`config.mk`:
```
export PLATFORM = sky130hd
export DESIGN_NAME = tpk_keepalive
export DESIGN_NICKNAME = d
export VERILOG_FILES = /design/src/tpk_pkg.sv /design/src/tpk_keepalive.sv
export SDC_FILE = /design/constraint.sdc
export NUM_CORES = 1
export LEC_CHECK = 0
export ABC_AREA = 1
export BUFFER_PORTS_ARGS = -buffer_cell sky130_fd_sc_hd__buf_2
export CAP_MARGIN = 20
export CORE_UTILIZATION = 55
export CTS_BUF_LIST = sky130_fd_sc_hd__clkbuf_8 sky130_fd_sc_hd__clkbuf_16
export CTS_CLUSTER_SIZE = 30
export DETAILED_ROUTE_END_ITERATION = 16
export PLACE_DENSITY = 0.72
export SLEW_MARGIN = 20
export SYNTH_ARGS = -nofsm -noshare
export SYNTH_HDL_FRONTEND = slang
export SYNTH_SLANG_ARGS = --single-unit
export TNS_END_PERCENT = 5
```
`constraint.sdc`:
```
create_clock -name clock -period 5.4 [get_ports clock]
set_input_delay 0 -clock clock [delete_from_list [all_inputs] [get_ports clock]]
set_output_delay 0 -clock clock [all_outputs]
set_load 0.005 [all_outputs]
```
`src/tpk_pkg.sv`:
```
// Constants for the 1.544 Mbps pulse density keep-alive block.
// Assumes one 200 MHz system clock; the line bit rate is an enable.
package tpk_pkg;
   localparam longint CLK_HZ      = 64'd200_000_000;
   localparam longint LINE_BPS    = 64'd1_544_000;
   // Bit period rounds down so the line never runs slow
   localparam int     BIT_DIV     = int'(CLK_HZ / LINE_BPS);
   localparam int     ZERO_MAX    = 80;
   localparam int     ONE_CREDIT  = 7;
   localparam int     CREDIT_CAP  = 56;
   localparam int     FRAME_BITS  = 193;
   localparam int     FRAME_COUNT = 12;
   localparam int     KA_MIN_BITS = 193;
   localparam logic [11:0] FRAME_PATTERN_RST = 12'h8d6;

   typedef enum logic [1:0] {
      KA_DEFAULT = 2'b00,
      KA_ONES    = 2'b01,
      KA_FRAMED  = 2'b10,
      KA_LOOP    = 2'b11
   } tpk_ka_t;

   typedef enum logic {
      ST_DATA = 1'b0,
      ST_KEEP = 1'b1
   } tpk_state_t;
endpackage
```
`src/tpk_keepalive.sv`:
```
// Transmit-side pulse density guard with keep-alive substitution.
// Assumes source and received bits are synchronous to clock.
// Overview of operation
// - Transmitted bits keep an average ones density of at least one in eight.
// - No run of more than eighty zeros is sent; the run is caught before that.
// - Payload that would break the density limits is replaced by keep-alive.
// - Keep-alive option one sends every bit as a one with no framing.
// - Option two sends 193-bit frames, one framing bit then 192 ones.
// - Option two framing bits follow a twelve-frame pattern, counted mod 12.
// - Option three loops the regenerated received bits back to the output.
`timescale 1ns/1ps
`default_nettype none
module tpk_keepalive #(
   parameter logic [11:0] FRAME_PATTERN = tpk_pkg::FRAME_PATTERN_RST
) (
   input  wire logic       clock,
   input  wire logic       arst_n,
   input  wire logic       srcBit,
   input  wire logic       srcValid,
   output var  logic       srcReady,
   input  wire logic [1:0] kaMode,
   input  wire logic       rxBit,
   output var  logic       txBit,
   output var  logic       txStrobe,
   output var  logic       kaActive
);
   localparam logic [7:0] DIV_LAST   = 8'(tpk_pkg::BIT_DIV - 1);
   localparam logic [6:0] ZERO_LIM   = 7'(tpk_pkg::ZERO_MAX);
   localparam logic [5:0] CRED_CAP   = 6'(tpk_pkg::CREDIT_CAP);
   localparam logic [5:0] CRED_ONE   = 6'(tpk_pkg::ONE_CREDIT);
   localparam logic [7:0] FRAME_LAST = 8'(tpk_pkg::FRAME_BITS - 1);
   localparam logic [3:0] FCNT_LAST  = 4'(tpk_pkg::FRAME_COUNT - 1);
   localparam logic [7:0] KA_LAST    = 8'(tpk_pkg::KA_MIN_BITS - 1);

   logic [7:0]          divReg;
   logic                tick;
   logic [7:0]          bitCntReg;
   logic [3:0]          frameCntReg;
   logic [6:0]          zeroRunReg;
   logic [5:0]          creditReg;
   logic [7:0]          kaCntReg;
   tpk_pkg::tpk_state_t stateReg;
   logic                bufMem [2];
   logic                wrPtrReg;
   logic                rdPtrReg;
   logic [1:0]          countReg;
   logic [1:0]          countNext;
   logic                push;
   logic                pop;
   logic                headBit;
   logic                haveData;
   logic                violate;
   logic                sendPay;
   logic                kaBit;
   logic                nextBit;
   logic                frameBitVal;

   // Bit-rate enable from the system clock
   assign tick = (divReg == DIV_LAST);

   always_ff @(posedge clock or negedge arst_n) begin
      if (!arst_n) begin
         divReg <= 8'h00;
      end else begin
         divReg <= tick ? 8'h00 : divReg + 8'h01;
      end
   end

   // Framing counters run freely so option two never restarts mid-frame
   always_ff @(posedge clock or negedge arst_n) begin
      if (!arst_n) begin
         bitCntReg   <= 8'h00;
         frameCntReg <= 4'h0;
      end else if (tick) begin
         bitCntReg <= (bitCntReg == FRAME_LAST) ? 8'h00 : bitCntReg + 8'h01;
         if (bitCntReg == FRAME_LAST) begin
            frameCntReg <= (frameCntReg == FCNT_LAST) ? 4'h0 :
                           frameCntReg + 4'h1;
         end
      end
   end

   // Two-entry buffer; a stalled line pushes back on the source
   assign headBit   = bufMem[rdPtrReg];
   assign haveData  = (countReg != 2'h0);
   assign push      = srcValid && srcReady;
   assign pop       = tick && (stateReg == tpk_pkg::ST_DATA) && sendPay;
   assign countNext = countReg + {1'b0, push} - {1'b0, pop};

   always_ff @(posedge clock) begin
      if (push) begin
         bufMem[wrPtrReg] <= srcBit;
      end
   end

   always_ff @(posedge clock or negedge arst_n) begin
      if (!arst_n) begin
         wrPtrReg <= 1'b0;
         rdPtrReg <= 1'b0;
         countReg <= 2'h0;
         srcReady <= 1'b0;
      end else begin
         wrPtrReg <= wrPtrReg ^ push;
         rdPtrReg <= rdPtrReg ^ pop;
         countReg <= countNext;
         srcReady <= (countNext != 2'h2);
      end
   end

   // Leaky bucket: a one earns seven credits, a zero spends one
   assign violate = !haveData ||
                    (!headBit && ((zeroRunReg == ZERO_LIM) ||
                                  (creditReg == 6'h00)));
   assign sendPay = !violate;

   assign frameBitVal = FRAME_PATTERN[frameCntReg];
   always_comb begin
      unique case (tpk_pkg::tpk_ka_t'(kaMode))
         tpk_pkg::KA_FRAMED:
            kaBit = (bitCntReg == 8'h00) ? frameBitVal : 1'b1;
         tpk_pkg::KA_LOOP:
            kaBit = rxBit;
         tpk_pkg::KA_ONES, tpk_pkg::KA_DEFAULT:
            kaBit = 1'b1;
      endcase
   end
   assign nextBit = (stateReg == tpk_pkg::ST_DATA && sendPay) ? headBit
                                                              : kaBit;

   // Keep-alive lasts at least one frame, then payload resumes if present
   always_ff @(posedge clock or negedge arst_n) begin
      if (!arst_n) begin
         stateReg <= tpk_pkg::ST_KEEP;
         kaCntReg <= 8'h00;
      end else if (tick) begin
         unique case (stateReg)
            tpk_pkg::ST_DATA: begin
               if (violate) begin
                  stateReg <= tpk_pkg::ST_KEEP;
                  kaCntReg <= 8'h00;
               end
            end
            tpk_pkg::ST_KEEP: begin
               if (kaCntReg != KA_LAST) begin
                  kaCntReg <= kaCntReg + 8'h01;
               end else if (haveData) begin
                  stateReg <= tpk_pkg::ST_DATA;
               end
            end
         endcase
      end
   end

   // Counters restart on keep-alive since loopback content is the network's
   always_ff @(posedge clock or negedge arst_n) begin
      if (!arst_n) begin
         zeroRunReg <= 7'h00;
         creditReg  <= CRED_CAP;
      end else if (tick) begin
         if (stateReg == tpk_pkg::ST_KEEP) begin
            zeroRunReg <= 7'h00;
            creditReg  <= CRED_CAP;
         end else if (sendPay && headBit) begin
            zeroRunReg <= 7'h00;
            creditReg  <= (creditReg > CRED_CAP - CRED_ONE) ? CRED_CAP
                          : creditReg + CRED_ONE;
         end else if (sendPay) begin
            zeroRunReg <= zeroRunReg + 7'h01;
            creditReg  <= creditReg - 6'h01;
         end
      end
   end

   always_ff @(posedge clock or negedge arst_n) begin
      if (!arst_n) begin
         txBit    <= 1'b1;
         txStrobe <= 1'b0;
         kaActive <= 1'b1;
      end else begin
         txStrobe <= tick;
         if (tick) begin
            txBit    <= nextBit;
            kaActive <= !(stateReg == tpk_pkg::ST_DATA && sendPay);
         end
      end
   end
endmodule
`default_nettype wire

```
# After elaboration in Yosys (flattened, before gate mapping)

Memory sizes are Yosys's and may differ from the RTL's.
Index checks and enable logic that the tools add are counted.

Memory bits (read-only): 16
Memory bits (writable): 2
Memories: 2
Register bits: 50
Word-level logic and storage cells: 85

Memories:

| memory          | words | bits a word | read ports | clocked after Yosys merged registers in | wr ports | RTL line             | source |
|---|---|---|---|---|---|---|---|
| (no name shown) | 16    | 1           | 1          | 0                                       | 0        | tpk_keepalive.sv:116 | `assign frameBitVal = FRAME_PATTERN[frameCntReg];` |
| bufMem          | 2     | 1           | 1          | 0                                       | 1        | tpk_keepalive.sv:43  | `logic bufMem [2];` |

Add/sub/neg operators: 9
Mux-type cells: 23
Bitwise operators: 3
Eq/ne operators: 12
Reduce and logical (&&, ||, !) cells: 20
$lt $le $gt $ge: 2

Operators by type and width:

| cell                | number |
|---|---|
| $mux 8              | 4 |
| $add 8x1->8 const B | 3 |
| $mux 6              | 4 |
| $mux 7              | 3 |
| $eq 8x8->1 const B  | 2 |
| $pmux 8 s2          | 1 |
| $logic_not 8->1     | 1 |
| $mux 1              | 8 |
| $ne 8x8->1 const B  | 1 |
| $add 7x1->7 const B | 1 |
| $eq 7x7->1 const B  | 1 |
| $add 6x3->6 const B | 1 |
| $gt 6x6->1 const B  | 1 |
| $logic_and 1x1->1   | 6 |
| $logic_not 6->1     | 1 |
| $sub 6x1->6 const B | 1 |
| $lt 4x5->1 const B  | 1 |
| $add 4x1->4 const B | 1 |
| $eq 2x2->1 const B  | 2 |
| $eq 4x4->1 const B  | 1 |
| $logic_not 1->1     | 4 |
| $mux 4              | 1 |
| $ne 2x2->1 const B  | 2 |
| $reduce_and 2->1    | 2 |
| 14 further kinds    | 16 |

# Depth between registers and ports, before layout

Gate-level depths: netlist of the first run.

Depth after elaboration: 8
Gate-level depth with buffers: 15
Depth with buffers taken out: 14

# Least setup slack after synthesis of the first run

Ideal clock, no wire load.

Path kind: register to register
From: register creditReg[0]
To: register srcReady
Arrival time: 1.992 ns
Buffers on the path: 1
Slack: 3.283 ns
Cell stages (with the launch flop): 16
Clock period less this slack: 2.117 ns
Setup time: 0.125 ns
Path through: dfrtp_1 -> inv_1 -> ha_1 -> inv_1 -> nor2_4 -> nand3_1 -> nand2_1 -> nand2_2 -> nand3_4 -> nor2_4 -> buf_6 -> ha_1 -> inv_1 -> ha_1 -> xnor2_1 -> nand2_1

Cells in the longest elaborated chain, start to end: 8

RTL lines:

| what                   | RTL line             | source |
|---|---|---|
| start, declared        | tpk_keepalive.sv:40  | `logic [5:0] creditReg;` |
| start signal, assigned | tpk_keepalive.sv:165 | `creditReg <= (creditReg > CRED_CAP - CRED_ONE) ? CRED_CAP` |
| start signal, assigned | tpk_keepalive.sv:169 | `creditReg <= creditReg - 6'h01;` |
| $logic_not 6->1        | tpk_keepalive.sv:113 | `(creditReg == 6'h00)));` |
| $logic_or 1x1->1       | tpk_keepalive.sv:112 | `(!headBit && ((zeroRunReg == ZERO_LIM) \|\|` |
| $logic_and 1x1->1      | tpk_keepalive.sv:112 |  |
| $logic_or 1x1->1       | tpk_keepalive.sv:111 | `assign violate = !haveData \|\|` |
| $logic_not 1->1        | tpk_keepalive.sv:114 | `assign sendPay = !violate;` |
| $logic_and 1x1->1      | tpk_keepalive.sv:87  | `assign pop = tick && (stateReg == tpk_pkg::ST_DATA) && sendPay;` |
| $sub 2x1->2            | tpk_keepalive.sv:88  | `assign countNext = countReg + {1'b0, push} - {1'b0, pop};` |
| via countNext[1]       | tpk_keepalive.sv:47  | `logic [1:0] countNext;` |
| $ne 2x2->1             | tpk_keepalive.sv:106 | `srcReady <= (countNext != 2'h2);` |
| end signal, assigned   | tpk_keepalive.sv:106 |  |
| end, declared          | tpk_keepalive.sv:20  | `output var logic srcReady,` |

The timed path passes the listed nets, and every way through them passes these cells.
A chain may end at the register's enable or synchronous reset.

# Worst setup path in the final report of the first run

Ends and elaborated chain as after synthesis.

==> results_dict.tcl, run 1 <==
set metrics [dict create \
    status "finished, final reports clean" \
    synth_top_family_by_area "simple AND/OR/NAND/NOR gates" \
    yosys.area_share.simple_pct 27.3 \
    synth.avg_cell_area_um2 8.29 \
    wl_um 5190 \
    ys_types 36 \
    cts-resized-gates 0 \
    finalHoldViolCount 0 \
    rr_startpoint "creditReg[0]" \
    clockRootBuffer "clkbuf_8" \
    insertedDiodeCount 0 \
    busiest_layer "met2" \
    crit_path_max_incr_delay_ns 0.38 \
    gp_congestion 0.831 \
    dp.cells 446 \
    end_kind "flip-flop" \
    synth_top_area_share_pct 35.9 \
    synth_compound_area_share_pct 7.67 \
    grt_pass1_vias 2174 \
    tritoncts "done" \
    numPortBuffers 10 \
    fin_skew_ns 0.0119 \
    cts.path.max_buffers 2 \
    vias 2289 \
    avgRoutedWirePerCell_um 11.4 \
    finalSetupTns_ns 0 \
    required_ns 5.59 \
    synth_nets 393 \
    die_x_um 76.7 \
    fill_cells 446 \
    path_clk_slew_ns 0.10 \
    cts.sink_count 52 \
    yosysTopAreaCell "dfrtp_1" \
    postCtsSetupBuffers 0 \
    layout.nets 408 \
    synth.yosys.seq_area_share_pct 43.0 \
    ys_seq_elements 52 \
    grtUsageMet2_pct 32.4 \
    setup_viol 0 \
    r2r_slack_ns 3.16 \
    die_h_um 76.7 \
    grt_max_degree 51 \
    io_pins 11 \
    critical_path_peak_fanout 12 \
    syn_inst 370 \
    hp-class "in2reg" \
    timing.final.max_slew_violations 0 \
    grt_setup_unrepaired "no" \
    min_path_cells 5 \
    worstPathCellList "inv_1 -> ha_1 -> inv_1 -> nor2_4 -> nand3_1 -> nand2_1 -> nand2_2 -> nand3_4 -> nor2_4 -> ha_1 -> inv_1 -> ha_1 -> xnor2_1 -> nand2_1" \
    drive_above_1_share_pct 16.6 \
    antenna_found_initial 0 \
    synthXorXnorAreaFrac_pct 6.00 \
    peakVddDrop_uv 216 \
    r2r_cells 14 \
    synth_warnings 0 \
    hold_path_end "wrPtrReg" \
    grt_util_all_layers_pct 20.2 \
    cts_buffers 5 \
    max_freq_ghz 0.445 \
    startpoint_type "flip-flop" \
    min_from "srcValid" \
    grt_overflow 0 \
    synthTopCellsByArea "dfrtp_1, nand2_1, ha_1" \
    critical_path_class "reg2reg" \
    drv_cap 0 \
    cp.arrival_ns 2.43 \
    die_area_um2 5880 \
    clk_latency_ns 0.30 \
    grt_pass1_wl_um 9520 \
    htree_num_levels 2 \
    hpwl_um 3700 \
    synth_fa_ha_area_share_pct 6.53 \
    slew_headroom_pct 57.8 \
    start_util_pct 58.6 \
    tightest_slew_ns 0.633 \
    viasPerCell 5.02 \
    min_period_over_period_pct 41.6 \
    met3_usage_pct 3.69 \
    syn_to_final_growth_pct 6.48 \
    drt_iter0_markers 168 \
    final_cells 456 \
    power.density_nw_per_um2 228 \
    dr.pass1.iters 4 \
    final_antenna_net_count 0 \
    register_area_um2 1320 \
    leakage_nw 1.62 \
    post-route-drc-count 0 \
    muxShareOfSynthArea_pct 0 \
    met1_usage_pct 27.4 \
    coreArea_um2 5240 \
    row_count 26 \
    crit_slowest_cell "dfrtp_1" \
    multiInputGateArea_um2 1460 \
    syn-cell-area_um2 3070 \
    r2r_end "srcReady" \
    layout_min_cycle_time_ns 2.24 \
]
## critical path: cells and delay by family (launching register included)
family                     cells  cell delay, ns
buffers and inverters          3            0.24
and+or+nand+nor                7            0.71
xor gates and xnor gates       1            0.14
adders and majority gates      3            0.65
DFF                            1            0.38
## power breakdown
part           total, W  switching, W  internal [W]
Sequential     0.000420    0.00000962      0.000410
Combinational  0.000110     0.0000714     0.0000385
Clock          0.000216      0.000127     0.0000892
## Yosys cell counts (all sizes together)
cell type	number
dfrtp	44
nand3	29
dfstp	6
nand2	94
edfxtp	2
a21boi	1
xor2	17
buf	5
nor2	35
xnor2	4
and3b	1
clkinv	1
ha	16
nor3	9
nand4	5
o21ai	32
inv	61
nand3b	2
o22ai	3
a21oi	3
## state kept, by name, summed over array words and instances (netlist names)
register / flops
kaActive: 1
divReg: 8
bufMem: 2
srcReady: 1
stateReg: 1
txStrobe: 1
frameCntReg: 4
bitCntReg: 8
txBit: 1
countReg: 2
zeroRunReg: 7
wrPtrReg: 1
creditReg: 6
kaCntReg: 8
rdPtrReg: 1
## cell families after synthesis
kind of cell / after synthesis
AND/OR/NAND/NOR: 175
buffers and inverters: 67
flip-flops: 52
AO/OA/AOI/OAI: 39
XOR/XNOR: 21
adder cells (fa/ha/maj): 16
## area by class of cell
type	instances	area share, %
timing repair buffer	13	2.37
multi-input combinational	251	44.6
inverter	62	7.35
tap	70	2.68
clock inverter	3	0.498
sequential	52	40.4
clock buffer	5	2.11
## how the worst max path moves through the flow
stage | from | end | slack, ns | depth (start not counted)
global placement | creditReg[0] | srcReady | 3.26 | 14
detailed placement | creditReg[0] | srcReady | 3.16 | 14
CTS | creditReg[0] | srcReady | 3.15 | 14
global route | creditReg[0] | srcReady | 2.95 | 14
finish | creditReg[0] | srcReady | 3.16 | 14
floorplan | creditReg[0] | srcReady | 3.28 | 15
## cell usage in the layout, fill, tap and decap left out, types with 4 or more instances in the layout
master | synthesis | routed
nand2_1 | 85 | 85
inv_1 | 51 | 53
dfrtp_1 | 44 | 44
nor2_1 | 28 | 28
nand3_1 | 27 | 27
xor2_1 | 17 | 17
ha_1 | 16 | 16
o21ai_0 | 13 | 13
o21ai_1 | 10 | 10
buf_2 | 1 | 10
inv_2 | 9 | 9
o21ai_2 | 9 | 9
nand2_2 | 8 | 8
nor3_1 | 8 | 8
dfstp_2 | 6 | 6
clkbuf_8 | 0 | 5
nor2_4 | 4 | 4
xnor2_1 | 4 | 4
## through the flow
stage          power [W]  hold slack [ns]  utilization [%]  setup WS [ns]  area, um^2
2_1_floorplan   0.000511           -0.296                -           3.28        3070
3_3_place_gp    0.000533            0.145             60.4           3.26        3160
3_5_place_dp    0.000537            0.150             60.4           3.16        3160
4_1_cts         0.000755           0.0928             62.4           3.15        3270
5_1_grt         0.000791            0.136             62.4           2.95        3270
6_report        0.000746           0.0928             62.4           3.16        3270
## repair_timing
action / in CTS / in global routing
setup endpoints to repair: 0 / 0
hold endpoints to repair: 46 / 0
hold buffers: 2 / 0
## metal layers
metal	wire, um	vias to the layer above
li1	-	1195
met1	2590	1054
met2	2400	34
met3	136	6
met4	58	0
met5	0	-
No activity file was read; power rests on OpenSTA's default activity.
==> run 2: changes to the inputs <==
--- a/config.mk
+++ b/config.mk
@@ -5,14 +5,14 @@
 export SDC_FILE = /design/constraint.sdc
 export NUM_CORES = 1
 export LEC_CHECK = 0
-export ABC_AREA = 1
+export ABC_AREA = 0
 export BUFFER_PORTS_ARGS = -buffer_cell sky130_fd_sc_hd__buf_2
 export CAP_MARGIN = 20
 export CORE_UTILIZATION = 55
 export CTS_BUF_LIST = sky130_fd_sc_hd__clkbuf_8 sky130_fd_sc_hd__clkbuf_16
 export CTS_CLUSTER_SIZE = 30
 export DETAILED_ROUTE_END_ITERATION = 16
-export PLACE_DENSITY = 0.72
+export PLACE_DENSITY = 0.75
 export SLEW_MARGIN = 20
 export SYNTH_ARGS = -nofsm -noshare
 export SYNTH_HDL_FRONTEND = slang
==> constraint.sdc (replaced) <==
create_clock -name clock -period 1.9 [get_ports clock]
set_input_delay 0 -clock clock [delete_from_list [all_inputs] [get_ports clock]]
set_output_delay 0 -clock clock [all_outputs]
set_load 0.005 [all_outputs]
==> run 2 against run 1 <==
Sequential cell count unchanged. Critical path type unchanged. Critical path depth down 3. Cell count decreased by 5.0%. Sequential power grew to 2.9 times the previous value. Maximum frequency down 4.3%. Core utilization up 8.1 points. Register-to-register slack worse by 3.6 ns. Highest routed layer unchanged. Sequential share of layout area down 4.0 points. The flow now finishes with violations (negative setup slack). Via count is 7.1% higher. Combinational power rose to 4.4 times the previous value.
==> results_dict.tcl, run 2 <==
set metrics [dict create \
    status "finished, violations left" \
    violations "negative setup slack" \
    required_ns 2.10 \
    avgRoutedWirePerCell_um 15.0 \
    start_util_pct 57.8 \
    viasPerCell 5.66 \
    synthTopCellsByArea "dfrtp_1, ha_1, dfstp_2" \
    numPortBuffers 10 \
    worstPathCellList "inv_2 -> ha_4 -> or4b_4 -> o22ai_4 -> a211oi_2 -> ha_1 -> inv_2 -> ha_4 -> xnor2_2 -> xnor2_1 -> nand2b_1" \
    layout_setup_ws_ns -0.445 \
    final_common_cell "buf_4" \
    power_w 0.00232 \
    layout.nets 385 \
    peakVddDrop_uv 567 \
    hpwl_um 4720 \
    min_period_over_period_pct 123 \
    hold_ws_ns 0.0165 \
    wl_um 6480 \
    synth_edf_count 2 \
    hp-class "in2reg" \
    io_pins 11 \
    clockRootBuffer "clkbuf_8" \
    pre_cts_slack_ns -0.455 \
    leakage_nw 1.64 \
    power.density_nw_per_um2 640 \
    die_h_um 75.5 \
    tightest_slew_ns 0.599 \
    antenna_found_initial 0 \
    syn_to_final_growth_pct 22.1 \
    grt_setup_unrepaired "yes" \
    insertedDiodeCount 0 \
    ys_seq_elements 52 \
    grt_util_all_layers_pct 25.7 \
    clk_latency_ns 0.31 \
    timing.final.max_slew_violations 0 \
    final_cell_mix "buf_4, dfrtp_1, nand2_1" \
    synth.most_common_cell "dfrtp_1" \
    drive_above_1_share_pct 28.9 \
    cts.path.max_buffers 2 \
    htree_num_levels 2 \
    fin_skew_ns 0.00758 \
    startpoint_type "flip-flop" \
    drv_cap 0 \
    die_area_um2 5700 \
    max_freq_ghz 0.426 \
    synth_commonest_cells "dfrtp_1, nand2_1, o21ai_0, inv_1, nand3_1" \
    post-route-drc-count 0 \
    die_x_um 75.5 \
    end_kind "flip-flop" \
    final_cells 433 \
    synth.avg_cell_area_um2 9.86 \
    drt_iter0_markers 95 \
    grt_overflow 0 \
    finalSetupTns_ns -1.84 \
    dp.cells 422 \
    slew_headroom_pct 60.1 \
    grt_pass1_vias 2414 \
    grt_pass1_wl_um 10800 \
    dr.pass1.iters 4 \
    crit_slowest_cell "or4b_4" \
    synthFlopType "dfrtp_1" \
    syn-cell-area_um2 2970 \
    final_antenna_net_count 0 \
    cts.sink_count 52 \
    crit_path_max_incr_delay_ns 0.48 \
    row_count 26 \
    met2_length_um 3160 \
    cp.arrival_ns 2.55 \
    gp_congestion 0.826 \
    synth_nets 324 \
    critical_path_class "reg2reg" \
    synthArstFlopShare_pct 96.2 \
    synth.yosys.seq_area_share_pct 44.4 \
    vias 2451 \
    syn_inst 301 \
    wl_met1_um 3030 \
    coreArea_um2 5140 \
    finalHoldViolCount 0 \
    grt_max_degree 27 \
    cts_buffers 5 \
    route.met3.wl_um 224 \
    synth_top_area_share_pct 37.1 \
    yosysTopAreaCell "dfrtp_1" \
    tritoncts "done" \
    ys_types 65 \
    path_clk_slew_ns 0.10 \
    setup_viol 19 \
    critical_path_peak_fanout 2 \
    largestRegisters "bitCntReg: 8 flops, divReg: 8 flops, kaCntReg: 8 flops" \
    synth_warnings 0 \
    top_layer_used "met4" \
    layout_min_cycle_time_ns 2.35 \
]
## run 2: power by group
group          total (W)  internal (W)  switching [W]
combinational   0.000484      0.000203       0.000281
clock           0.000634      0.000255       0.000379
sequential       0.00120       0.00117      0.0000341
total            0.00232       0.00162       0.000694
## run 2: per-layer routing
| layer | vias to the layer above | GRT usage [%] |
|---|---|---|
| met5 | - | 0 |
| met4 | 0 | 7.00 |
| met2 | 43 | 43.8 |
| met1 | 1189 | 34.2 |
| li1 | 1212 | - |
| met3 | 7 | 4.10 |
## run 2: cell type report
type / instances / area (um^2)
clock inverters: 3 / 18.8
well taps: 70 / 87.6
multi-input cells: 222 / 1600
flip-flops and latches: 52 / 1320
inverters: 21 / 78.8
repair buffers: 60 / 450
clock buffers: 5 / 68.8
fillers: 426 / 1520
## run 2: cell families after synthesis
logic type | after synthesis | share of synthesized area (%)
adders and majority gates | 16 | 6.74
xor gates and xnor gates | 15 | 4.42
and+or+nand+nor | 122 | 22.8
AOI/OAI and AO/OA | 64 | 15.7
buffers and inverters | 27 | 4.00
DFF | 52 | 44.4
muxes | 5 | 1.94
## run 2: critical path: cells and delay by family, from the launching register on
family	cells	cell delay [ns]
simple gates	2	0.56
buf+inv	2	0.12
compound gates	2	0.25
xor+xnor	2	0.32
flops	1	0.41
fa+ha+maj	3	0.58
## run 2: path summary, 6_finish.rpt
check	endpoint	startpoint	slack [ns]	cells past startpoint
min in group asynchronous	divReg[7]	arst_n	0.22	2
max in group asynchronous	txBit	arst_n	1.06	3
max reg2reg	srcReady	creditReg[1]	-0.45	11
min reg2reg	bitCntReg[3]	bitCntReg[3]	0.52	1
max	srcReady	creditReg[1]	-0.45	11
min	txBit	kaMode[1]	0.02	3
## run 2: what timing repair did
| action | CTS | global route |
|---|---|---|
| hold endpoints to repair | 22 | 0 |
| endpoints found under the setup margin | 27 | 32 |
| buffers inserted | 1 | 0 |
| hold buffers | 2 | 0 |
| pin swaps | 5 | 6 |
| gates resized for setup | 9 | 15 |
## run 2: per-stage QoR
stage	utilization, %	instance area [um^2]
2_1_floorplan	-	2990
4_1_cts	70.1	3600
3_5_place_dp	67.1	3450
5_1_grt	70.5	3620
3_3_place_gp	67.1	3450
6_report	70.5	3620
==> run 3: changes to the inputs <==
--- a/config.mk
+++ b/config.mk
@@ -5,14 +5,14 @@
 export SDC_FILE = /design/constraint.sdc
 export NUM_CORES = 1
 export LEC_CHECK = 0
-export ABC_AREA = 0
+export ABC_AREA = 1
 export BUFFER_PORTS_ARGS = -buffer_cell sky130_fd_sc_hd__buf_2
 export CAP_MARGIN = 20
 export CORE_UTILIZATION = 55
 export CTS_BUF_LIST = sky130_fd_sc_hd__clkbuf_8 sky130_fd_sc_hd__clkbuf_16
 export CTS_CLUSTER_SIZE = 30
 export DETAILED_ROUTE_END_ITERATION = 16
-export PLACE_DENSITY = 0.75
+export PLACE_DENSITY = 0.72
 export SLEW_MARGIN = 20
 export SYNTH_ARGS = -nofsm -noshare
 export SYNTH_HDL_FRONTEND = slang
==> constraint.sdc (replaced) <==
create_clock -name clock -period 2.3 [get_ports clock]
set_input_delay 0 -clock clock [delete_from_list [all_inputs] [get_ports clock]]
set_output_delay 0 -clock clock [all_outputs]
set_load 0.005 [all_outputs]
==> run 3 against run 2 <==
The flow now finishes without violations. Sequential share of layout area up 3.1 points. First-iteration DRC count down 13%. Power fell by 19%. Count of clock-buffer cells in the layout stayed put. Global-route usage fell by 6.3 points. Maximum frequency is 10% higher. Cell count up 6.5%. Via count decreased by 5.7%. Setup slack improved by 0.62 ns. Core utilization fell by 6.8 points. Wire length shrank 20%. Largest power group unchanged.
==> results_dict.tcl, run 3 (synthesis results as in run 1) <==
set metrics [dict create \
    status "finished, final reports clean" \
    cts.path.max_buffers 2 \
    pre_cts_slack_ns 0.0619 \
    drt_iter0_markers 83 \
    io_pins 11 \
    die_h_um 76.7 \
    hpwl_um 3850 \
    critical_path_peak_fanout 5 \
    finalHoldViolCount 0 \
    largestRegisters "bitCntReg: 8 flops, divReg: 8 flops, kaCntReg: 8 flops" \
    crit_slowest_cell "dfrtp_1" \
    setup_viol 0 \
    tritoncts "done" \
    viasPerCell 5.01 \
    power_w 0.00189 \
    min_period_over_period_pct 92.5 \
    cp.arrival_ns 2.32 \
    layout_setup_ws_ns 0.174 \
    vias 2311 \
    critical_path_class "reg2reg" \
    tightest_slew_ns 0.454 \
    grt_overflow 0 \
    slew_headroom_pct 69.7 \
    max_freq_ghz 0.470 \
    layout_min_cycle_time_ns 2.13 \
    worstPathCellList "inv_1 -> ha_1 -> inv_1 -> nor2_4 -> nand3_1 -> nand2_1 -> nand2_2 -> nand3_4 -> nor2_4 -> ha_1 -> inv_1 -> ha_1 -> xnor2_2 -> nand2_1" \
    post-route-drc-count 0 \
    final_cells 461 \
    grt_pass1_vias 2182 \
    leakage_nw 1.66 \
    insertedDiodeCount 0 \
    busiest_layer "met2" \
    startpoint_type "flip-flop" \
    met1_usage_pct 26.2 \
    finalCoreUtilization_pct 63.7 \
    dr.pass1.iters 4 \
    grt_util_all_layers_pct 19.4 \
    start_util_pct 58.6 \
    cts_buffers 5 \
    clockRootBuffer "clkbuf_8" \
    final_common_cell "nand2_1" \
    hp-class "in2reg" \
    grt_max_degree 21 \
    grtUsageMet2_pct 32.1 \
    die_x_um 76.7 \
    end_kind "flip-flop" \
    path_clk_slew_ns 0.10 \
    worst-path-buf-inv 3 \
    crit_path_max_incr_delay_ns 0.41 \
    final_cell_mix "nand2_1, inv_1, dfrtp_1" \
    syn_to_final_growth_pct 8.81 \
    antenna_found_initial 0 \
    met3_usage_pct 3.21 \
    clk_latency_ns 0.30 \
    timing.final.max_slew_violations 0 \
    final_antenna_net_count 0 \
    coreArea_um2 5240 \
    drive_above_1_share_pct 18.2 \
    row_count 26 \
    layout.nets 413 \
    peakVddDrop_uv 425 \
    drv_cap 0 \
    cp_top_family "adder cells" \
    power.density_nw_per_um2 565 \
    htree_num_levels 2 \
    fin_skew_ns 0.0109 \
    dp.cells 448 \
    required_ns 2.50 \
    wl_um 5210 \
    grt_pass1_wl_um 9270 \
    die_area_um2 5880 \
    hold_ws_ns 0.0927 \
    gp_congestion 0.801 \
    numPortBuffers 10 \
    avgRoutedWirePerCell_um 11.3 \
    cts.sink_count 52 \
]
## run 3: cell types whose count changed in the layout (fill, tap and decap cells not counted), sizes merged, moves of 7 or more
cell	previous run	this run
nand2	30	94
buf	58	16
inv	21	63
nor2	19	35
xor2	4	17
nand3	19	29
nor4	8	0
xnor2	11	4
## run 3: path summary, 6_finish.rpt
check,start,endpoint,slack [ns],depth (start not counted)
hold reg to reg,divReg[0],divReg[0],0.47,1
max in group asynchronous,arst_n,creditReg[3],1.47,3
setup reg to reg,creditReg[0],srcReady,0.17,14
hold / removal,srcValid,wrPtrReg,0.09,5
min in group asynchronous,arst_n,divReg[4],0.17,2
setup / recovery,creditReg[0],srcReady,0.17,14
## run 3: layout make-up
class,count,area (um^2)
clock buffers,5,68.8
clock inverters,3,42.5
fillers,465,1900
inverters,62,240
multi-input cells,251,1470
flip-flops and latches,52,1320
well taps,70,87.6
repair buffers,18,115
## run 3: through the flow
step | TNS (ns) | area (um^2)
finish | 0 | 3340
global route | -0.00376 | 3340
CTS | 0 | 3310
detailed placement | 0 | 3180
global placement | 0 | 3180
floorplan | 0 | 3070
## run 3: worst min-delay path: stages
cell and delay, ns:
buf_2 0.07, nand2_1 0.07, inv_1 0.08, ha_1 0.12, inv_1 0.03
## run 3: layer usage
metal	wire length (um)	vias to the layer above
met5	0	-
met4	51	0
met3	123	5
met2	2380	28
met1	2660	1074
li1	-	1204
## run 3: timing repair
| action | 4_1_cts | 5_1_grt |
|---|---|---|
| setup endpoints to repair | 0 | 2 |
| endpoints found under the hold margin | 20 | 0 |
| hold buffers | 2 | 0 |
| buffers inserted | 0 | 3 |
| resized for setup | 0 | 1 |
## run 3: power breakdown
group | internal [W] | leakage, nW | switching (W)
combinational | 0.000101 | 0.929 | 0.000174
clock | 0.000325 | 0.0599 | 0.000296
sequential | 0.000964 | 0.670 | 0.0000261
